==> src/hw/rspctl_pkg.sv <==
package rspctl_pkg;

    // ----------------------------------------------------------------
    // register map, byte addresses (printed offsets not all multiples of 4)
    // ----------------------------------------------------------------
    localparam logic [3:0] MOD_CTRL_INDEX = 4'h9;
    localparam logic [3:0] CAL_CTRL_INDEX = 4'hA;
    localparam logic [11:0] MOD_CTRL_ADDR = {6'h00, MOD_CTRL_INDEX, 2'h0};
    localparam logic [11:0] CAL_CTRL_ADDR = {6'h00, CAL_CTRL_INDEX, 2'h0};

    // ----------------------------------------------------------------
    // field positions
    // ----------------------------------------------------------------
    localparam int DEMOD_EN_BIT = 7;
    localparam int MOD_EN_BIT = 6;
    localparam int PHASE_MSB = 5;
    localparam int PHASE_LSB = 2;
    localparam int MOD_FIXED_ONE_BIT = 1;
    localparam int CLK_SRC_BIT = 0;
    localparam int CAL_EN_BIT = 7;
    localparam int FREQ_BIT = 2;
    localparam int REF_INT_BIT = 1;
    localparam int CAL_FIXED_ONE_BIT = 0;

    // ----------------------------------------------------------------
    // reset values
    // ----------------------------------------------------------------
    localparam logic [7:0] MOD_CTRL_RESET = 8'h02;
    localparam logic [7:0] CAL_CTRL_RESET = 8'h03;

    // phase step count in units of 11.25 degrees
    localparam logic [4:0] PHASE_STEPS_PER_CODE_32K = 5'h01;
    localparam logic [4:0] PHASE_STEPS_PER_CODE_64K = 5'h02;

endpackage

==> src/hw/rspctl_regs.sv <==
`timescale 1ns/1ps

// Behaviour
// - demodulator enable bit 7 turns channel-1 demodulation on; off by default
// - modulator enable bit 6 turns channel-1 modulation on; off by default
// - at 32 kHz phase is code times 11.25 degrees, default 0
// - at 64 kHz top phase bit ignored, steps of 22.5 degrees
// - clock source bit 0: 0 internal clock, 1 external clock
// - internal clock frequency bit: 0 gives 32 kHz (default), 1 gives 64 kHz
// - calibration bit 7 runs offset calibration while 1; default 0
// - reference bit 1: 0 external, 1 internal supply midpoint (default)
module rspctl_regs
(
    // clock and reset
    input wire logic pclk,
    input wire logic presetn,
    // apb slave
    input wire logic psel,
    input wire logic penable,
    input wire logic pwrite,
    input wire logic [11:0] paddr,
    input wire logic [31:0] pwdata,
    input wire logic [3:0] pstrb,
    output logic [31:0] prdata,
    output logic pready,
    output logic pslverr,
    // respiration and calibration controls
    output logic demodulator_enable,
    output logic modulator_enable,
    output logic [4:0] demodulation_phase_steps,
    output logic breathing_clock_source,
    output logic breathing_clock_frequency,
    output logic offset_calibration_enable,
    output logic leg_drive_reference_internal
);
    import rspctl_pkg::*;

    // ----------------------------------------------------------------
    // register storage
    // ----------------------------------------------------------------
    logic [7:0] mod_ctrl_r;
    logic [7:0] cal_ctrl_r;
    logic access_w;
    logic hit_mod;
    logic hit_cal;
    logic [4:0] phase_steps_nxt;
    logic fast_internal_w;

    assign access_w = psel && !penable;
    assign hit_mod = (paddr == MOD_CTRL_ADDR);
    assign hit_cal = (paddr == CAL_CTRL_ADDR);

    // writes take effect in the access cycle; only byte lane 0 carries data
    // reserved bits are stored as written; keeping them right is software's duty
    always_ff @(posedge pclk or negedge presetn) begin
        if (!presetn) begin
            mod_ctrl_r <= MOD_CTRL_RESET;
            cal_ctrl_r <= CAL_CTRL_RESET;
        end else if (psel && penable && pready && pwrite && pstrb[0]) begin
            if (hit_mod) begin
                mod_ctrl_r <= pwdata[7:0];
            end
            if (hit_cal) begin
                cal_ctrl_r <= pwdata[7:0];
            end
        end
    end

    // ----------------------------------------------------------------
    // apb answer: no wait state, registered read data and error
    // ----------------------------------------------------------------
    // pready goes high on the cycle after setup, so every transfer is two cycles
    always_ff @(posedge pclk or negedge presetn) begin
        if (!presetn) begin
            pready <= 1'b0;
            pslverr <= 1'b0;
            prdata <= 32'h0000_0000;
        end else begin
            pready <= access_w;
            pslverr <= access_w && !(hit_mod || hit_cal);
            if (access_w && !pwrite && hit_mod) begin
                prdata <= {24'h00_0000, mod_ctrl_r};
            end else if (access_w && !pwrite && hit_cal) begin
                prdata <= {24'h00_0000, cal_ctrl_r};
            end else begin
                prdata <= 32'h0000_0000;
            end
        end
    end

    // ----------------------------------------------------------------
    // decoded controls
    // ----------------------------------------------------------------
    // fast internal clock taken from the stored bits, not the registered output,
    // so the phase steps move in the same cycle as every other control
    assign fast_internal_w = cal_ctrl_r[FREQ_BIT] && !mod_ctrl_r[CLK_SRC_BIT];

    // phase in 11.25 degree steps; 64 kHz drops the top code bit and doubles the step
    always_comb begin
        if (fast_internal_w) begin
            phase_steps_nxt = {1'b0, mod_ctrl_r[PHASE_MSB-1:PHASE_LSB], 1'b0};
        end else begin
            phase_steps_nxt = {1'b0, mod_ctrl_r[PHASE_MSB:PHASE_LSB]};
        end
    end

    // outputs registered so they come straight from flip-flops
    always_ff @(posedge pclk or negedge presetn) begin
        if (!presetn) begin
            demodulator_enable <= 1'b0;
            modulator_enable <= 1'b0;
            demodulation_phase_steps <= 5'h00;
            breathing_clock_source <= 1'b0;
            offset_calibration_enable <= 1'b0;
            leg_drive_reference_internal <= 1'b1;
        end else begin
            demodulator_enable <= mod_ctrl_r[DEMOD_EN_BIT];
            modulator_enable <= mod_ctrl_r[MOD_EN_BIT];
            demodulation_phase_steps <= phase_steps_nxt;
            breathing_clock_source <= mod_ctrl_r[CLK_SRC_BIT];
            offset_calibration_enable <= cal_ctrl_r[CAL_EN_BIT];
            leg_drive_reference_internal <= cal_ctrl_r[REF_INT_BIT];
        end
    end

    // frequency select is direct from the register, no extra delay
    always_ff @(posedge pclk or negedge presetn) begin
        if (!presetn) begin
            breathing_clock_frequency <= 1'b0;
        end else begin
            breathing_clock_frequency <= cal_ctrl_r[FREQ_BIT];
        end
    end

    // ----------------------------------------------------------------
    // checks
    // ----------------------------------------------------------------
    chk_demod_follows: assert property (@(posedge pclk) disable iff (!presetn)
        demodulator_enable == $past(mod_ctrl_r[DEMOD_EN_BIT]))
        else $error("demodulator enable does not follow register");
    chk_mod_follows: assert property (@(posedge pclk) disable iff (!presetn)
        modulator_enable == $past(mod_ctrl_r[MOD_EN_BIT]))
        else $error("modulator enable does not follow register");
    chk_phase_32k: assert property (@(posedge pclk) disable iff (!presetn)
        !cal_ctrl_r[FREQ_BIT] && mod_ctrl_r[PHASE_MSB:PHASE_LSB] == 4'hF
        |=> demodulation_phase_steps == 5'h0F)
        else $error("32 kHz phase code not mapped one step per code");
    chk_phase_64k: assert property (@(posedge pclk) disable iff (!presetn)
        demodulation_phase_steps[0] == 1'b1 |-> !breathing_clock_frequency
            || $past(mod_ctrl_r[CLK_SRC_BIT]))
        else $error("64 kHz phase not in even steps");
    chk_src_follows: assert property (@(posedge pclk) disable iff (!presetn)
        $rose(mod_ctrl_r[CLK_SRC_BIT]) |=> breathing_clock_source)
        else $error("clock source not following register");
    chk_freq_follows: assert property (@(posedge pclk) disable iff (!presetn)
        $changed(cal_ctrl_r[FREQ_BIT]) |=> breathing_clock_frequency == $past(cal_ctrl_r[FREQ_BIT]))
        else $error("frequency select not following register");
    chk_cal_follows: assert property (@(posedge pclk) disable iff (!presetn)
        offset_calibration_enable == $past(cal_ctrl_r[CAL_EN_BIT]))
        else $error("calibration enable does not follow register");
    chk_ref_follows: assert property (@(posedge pclk) disable iff (!presetn)
        leg_drive_reference_internal == $past(cal_ctrl_r[REF_INT_BIT]))
        else $error("reference select does not follow register");
    chk_apb_wait: assert property (@(posedge pclk) disable iff (!presetn)
        psel && !penable |=> pready ##1 !pready)
        else $error("apb answer not one cycle after setup");

    // ----------------------------------------------------------------
    // apb transfer checks
    // ----------------------------------------------------------------
    // a full-lane write to the modulation word lands at the access edge
    chk_write_mod: assert property (@(posedge pclk) disable iff (!presetn)
        psel && penable && pready && pwrite && pstrb[0] && hit_mod
        |=> mod_ctrl_r == $past(pwdata[7:0]))
        else $error("modulation register write did not land");
    // a full-lane write to the calibration word lands at the access edge
    chk_write_cal: assert property (@(posedge pclk) disable iff (!presetn)
        psel && penable && pready && pwrite && pstrb[0] && hit_cal
        |=> cal_ctrl_r == $past(pwdata[7:0]))
        else $error("calibration register write did not land");
    // lane 0 masked: neither register may move
    chk_strobe_refused: assert property (@(posedge pclk) disable iff (!presetn)
        psel && penable && pready && pwrite && !pstrb[0]
        |=> $stable(mod_ctrl_r) && $stable(cal_ctrl_r))
        else $error("masked write changed a register");
    // unmapped write must not reach either register
    chk_unmapped_write: assert property (@(posedge pclk) disable iff (!presetn)
        psel && penable && pready && !(hit_mod || hit_cal)
        |=> $stable(mod_ctrl_r) && $stable(cal_ctrl_r))
        else $error("unmapped write changed a register");
    // unmapped setup answers with an error and zero data
    chk_unmapped_error: assert property (@(posedge pclk) disable iff (!presetn)
        psel && !penable && !(hit_mod || hit_cal)
        |=> pslverr && prdata == 32'h0000_0000)
        else $error("unmapped access not refused");
    // read of the modulation word returns the stored byte in lane 0
    chk_read_mod: assert property (@(posedge pclk) disable iff (!presetn)
        psel && !penable && !pwrite && hit_mod
        |=> prdata == {24'h00_0000, $past(mod_ctrl_r)})
        else $error("modulation register read data wrong");
    // read of the calibration word returns the stored byte in lane 0
    chk_read_cal: assert property (@(posedge pclk) disable iff (!presetn)
        psel && !penable && !pwrite && hit_cal
        |=> prdata == {24'h00_0000, $past(cal_ctrl_r)})
        else $error("calibration register read data wrong");
    // outside the answer cycle the bus outputs rest at zero
    chk_idle_quiet: assert property (@(posedge pclk) disable iff (!presetn)
        !pready |-> !pslverr && prdata == 32'h0000_0000)
        else $error("bus outputs not quiet outside answer");

    // ----------------------------------------------------------------
    // decoded control checks
    // ----------------------------------------------------------------
    // slow or external clock: one 11.25 degree step per code
    chk_phase_32k_map: assert property (@(posedge pclk) disable iff (!presetn)
        !cal_ctrl_r[FREQ_BIT] || mod_ctrl_r[CLK_SRC_BIT] |=>
        demodulation_phase_steps == {1'b0, $past(mod_ctrl_r[PHASE_MSB:PHASE_LSB])})
        else $error("32 kHz phase steps wrong");
    // fast internal clock: top code bit ignored, two steps per code
    chk_phase_64k_map: assert property (@(posedge pclk) disable iff (!presetn)
        cal_ctrl_r[FREQ_BIT] && !mod_ctrl_r[CLK_SRC_BIT] |=>
        demodulation_phase_steps == {1'b0, $past(mod_ctrl_r[PHASE_MSB-1:PHASE_LSB]), 1'b0})
        else $error("64 kHz phase steps wrong");
    // no phase code reaches 180 degrees
    chk_phase_range: assert property (@(posedge pclk) disable iff (!presetn)
        demodulation_phase_steps[4] == 1'b0)
        else $error("phase steps out of range");
    // going back to the internal clock reaches the output a cycle later
    chk_src_falls: assert property (@(posedge pclk) disable iff (!presetn)
        $fell(mod_ctrl_r[CLK_SRC_BIT]) |=> !breathing_clock_source)
        else $error("clock source not returning to internal");

endmodule

==> config.mk <==
export PLATFORM = sky130hd
export DESIGN_NAME = rspctl_regs
export DESIGN_NICKNAME = d
export VERILOG_FILES = /design/src/hw/rspctl_pkg.sv /design/src/hw/rspctl_regs.sv
export SDC_FILE = /design/constraint.sdc
export NUM_CORES = 1
export LEC_CHECK = 0
export ABC_CLOCK_PERIOD_IN_PS = 1400
export BUFFER_PORTS_ARGS = -buffer_cell sky130_fd_sc_hd__buf_2
export CAP_MARGIN = 15
export CORE_MARGIN = 1.5
export CORE_UTILIZATION = 42
export DETAILED_ROUTE_END_ITERATION = 8
export GPL_TIMING_DRIVEN = 0
export PLACE_DENSITY = 0.78
export SLEW_MARGIN = 0
export SYNTH_ARGS = -nofsm -noshare
export SYNTH_HDL_FRONTEND = slang
export SYNTH_SLANG_ARGS = --single-unit
==> constraint.sdc <==
create_clock -name pclk -period 1.4 [get_ports pclk]
set_input_delay 0.07 -clock pclk [delete_from_list [all_inputs] [get_ports pclk]]
set_output_delay 0.07 -clock pclk [all_outputs]
set_load 0.005 [all_outputs]
==> flow_metrics.env <==
export IMPL_status="completed"
export IMPL_dr_pass1_iters=4
export IMPL_drive_gt1_frac=0.520
export IMPL_clkTransAtPathRegs_ps=70
export IMPL_syn_inst=124
export IMPL_slew_violations=0
export IMPL_placed_area_um2=1980
export IMPL_critPathKind="reg2reg"
export IMPL_vias_per_cell=4.29
export IMPL_grt_setup_unrepaired="false"
export IMPL_r2r_slack_ps=170
export IMPL_met2_usage=0.250
export IMPL_worstRegToRegCells=4
export IMPL_cts_root_buf="clkbuf_8"
export IMPL_maxCapViolations=0
export IMPL_row_count=22
export IMPL_core_um2=3660
export IMPL_ant_nets=0
export IMPL_drc=0
export IMPL_cts_tree="built"
export IMPL_syn2layout_area_growth_pct=30.4
export IMPL_use_met3=0.0486
export IMPL_place_gp_congestion=0.782
export IMPL_synth_top_family_by_area="simple AND/OR/NAND/NOR gates"
export IMPL_arrival_ps=1410
export IMPL_synth_warnings=0
export IMPL_cp_slowest_stage_delay_ps=350
export IMPL_cts_inserted_buffers=5
export IMPL_final_fill_count=306
export IMPL_synth_top_area_share=0.500
export IMPL_setup_viol_count_final=0
export IMPL_ys_types=23
export IMPL_synth_edf_count=0
export IMPL_overflow=0
export IMPL_min_delay_start="pwdata[7]"
export IMPL_synth_top_flop_cell="dfrtp_1"
export IMPL_asyncSetResetFlopFracSynth=1.00
export IMPL_clock_sinks=36
export IMPL_dieWidth_um=64.8
export IMPL_min_to="mod_ctrl_r[7]"
export IMPL_vias=1082
export IMPL_wl_um=2670
export IMPL_grt_usage=0.139
export IMPL_cp_end_kind="register"
export IMPL_portBuffers=45
export IMPL_synthMuxAreaShare=0.117
export IMPL_antenna_cells=0
export IMPL_grt_max_degree=37
export IMPL_synth_largest_area_cell="dfrtp_1"
export IMPL_cts_max_path_buffers=2
export IMPL_drtIter0Drc=65
export IMPL_hold_path_class="in2reg"
export IMPL_synth_fa_ha_area_frac=0
export IMPL_ios=98
export IMPL_synth_top_cells_by_area="dfrtp_1 (50%), buf_4 (12%), mux2_2 (9.8%)"
export IMPL_wl_per_cell_um=10.6
export IMPL_p_per_area_nw_per_um2=901
export IMPL_netlist_top_cells_count="dfrtp_1 (32), buf_4 (25), mux2_2 (14), nand2_1 (10), nor2_1 (10)"
export IMPL_grt_pass1_wl_um=4190
export IMPL_dieArea_um2=4200
export IMPL_cp_data_required_time_ps=1570
export IMPL_synth_seq_cells=36
export IMPL_worst_path_max_delay_cell="dfrtp_1"
export IMPL_grt_busiest_layer="met2"
export IMPL_avgSynthCellArea_um2=12.9
export IMPL_ir_drop_uv=261
export IMPL_hpwl_um=2020
export IMPL_worstMarginPinSlew_ps=731
export IMPL_die_y_um=64.8
export IMPL_cp_max_fo=8
export IMPL_hold_viol_final=0
export IMPL_start_util=0.438
export IMPL_synthXorXnorAreaFrac=0
export IMPL_fin_skew_ps=8.43
export IMPL_syn_area_um2=1600
export IMPL_grt_pass1_vias=974
export IMPL_holdPathStages=2
export IMPL_final_net_count=256
export IMPL_synth_compound_area_share=0.0406
export IMPL_timing_slew_headroom=0.513
export IMPL_r2r_start="pready"
export IMPL_yosys_cell_count_top_type="dfrtp_1"
export IMPL_crit_chain="nand2_1, nor2_2, nand3_4, mux2_4"
export IMPL_design_area_um2=2090
export IMPL_r2r_end="mod_ctrl_r[7]"
export IMPL_clock_latency_ps=280
export IMPL_finalSetupTns_ps=0
export IMPL_max_freq_mhz=812
export IMPL_seq_area_frac_synth=0.565
export IMPL_period_needed_ps=1230
export IMPL_cts_max_level=2
export IMPL_yosys_area_share_simple=0.144
export IMPL_finalCritPeriodShare=0.880
export IMPL_antenna_found_initial=0
export IMPL_p_leak_nw=1.16
export IMPL_cp_start_kind="register"
export IMPL_grtUsageMet1=0.130
-- critical path, delay by kind of cell, from the launching register on --
kind	cells	cell delay, ps
simple gates	3	450
flops	1	350
mux	1	330
-- through the flow --
stage | hold WS (ps) | cells | worst slack [ps] | total power, mW | utilization
floorplan | -226 | 148 | 149 | 1.16 | -
global placement | 168 | 241 | 49.5 | 1.23 | 0.540
detailed placement | 180 | 241 | 42.4 | 1.23 | 0.540
CTS | 21.3 | 251 | 61.6 | 1.91 | 0.568
global route | 26.6 | 252 | 90.7 | 1.97 | 0.571
finish | 30.9 | 252 | 168 | 1.88 | 0.571
-- final cells by class --
cell class | count | area (um^2) | share of cell area
plain buffers | 27 | 210 | 0.101
clock buffers | 7 | 76.3 | 0.0365
clock inverters | 1 | 5.00 | 0.00240
multi-input cells | 85 | 579 | 0.277
flip-flops and latches | 36 | 906 | 0.434
well taps | 48 | 60.1 | 0.0287
repair buffers | 48 | 253 | 0.121
-- how the worst max path moves through the flow --
stage | startpoint | to | slack, ps | depth (start not counted)
final | pready | mod_ctrl_r[7] | 170 | 4
after global routing | pready | mod_ctrl_r[7] | 90 | 4
after CTS | pready | mod_ctrl_r[7] | 60 | 4
after detailed placement | paddr[1] | mod_ctrl_r[7] | 40 | 5
after global placement | paddr[1] | cal_ctrl_r[7] | 50 | 5
after floorplan | pready | cal_ctrl_r[7] | 150 | 4
-- placed cells by master (no fill, tap or decap) --
cell type,n
nor4_4,1
conb_1,25
nand2b_1,1
dfrtp_1,32
buf_2,45
and2b_1,1
and3_4,1
buf_4,26
nor2b_1,2
o21ai_0,1
clkbuf_8,5
nand3_1,1
mux2_2,14
nand3_4,2
dfstp_2,4
buf_6,2
and2b_2,1
nor3_1,1
nor2_2,1
nand4_1,1
nor4b_4,1
nor2_1,9
dlygate4sd3_1,2
clkbuf_1,2
a22oi_1,8
nand2_1,10
clkinv_2,1
and2_1,2
mux2_4,2
-- per-layer routing --
layer,vias to the layer above,part of all wire
li1,524,-
met1,510,0.36
met2,41,0.54
met3,7,0.075
met4,0,0.023
met5,-,0
-- flip-flops by register name, indices dropped and copies added (netlist names) --
| name | flops |
|---|---|
| cal_ctrl_r | 8 |
| mod_ctrl_r | 8 |
| prdata | 8 |
| demodulation_phase_steps | 4 |
| breathing_clock_frequency | 1 |
| breathing_clock_source | 1 |
| demodulator_enable | 1 |
| leg_drive_reference_internal | 1 |
| modulator_enable | 1 |
| offset_calibration_enable | 1 |
| pready | 1 |
| pslverr | 1 |
-- power by group --
group	leakage (nW)	internal [mW]	switching, mW
clock	0.0422	0.348	0.319
sequential	0.486	1.04	0.00106
combinational	0.628	0.0897	0.0810
total	1.16	1.48	0.401
-- cell families after synthesis --
group,after synthesis
AOI/OAI and AO/OA,9
buffers and inverters,27
DFF,36
muxes,16
other,1
and+or+nand+nor,35
-- timing repair --
item / 4_1_cts / 5_1_grt
setup endpoints to repair: 0 / 5
hold buffers: 2 / 0
endpoints found under the hold margin: 33 / 0
gates resized for setup: 0 / 1
setup buffers: 0 / 1
Note: power is estimated with default switching activity, not from simulation.
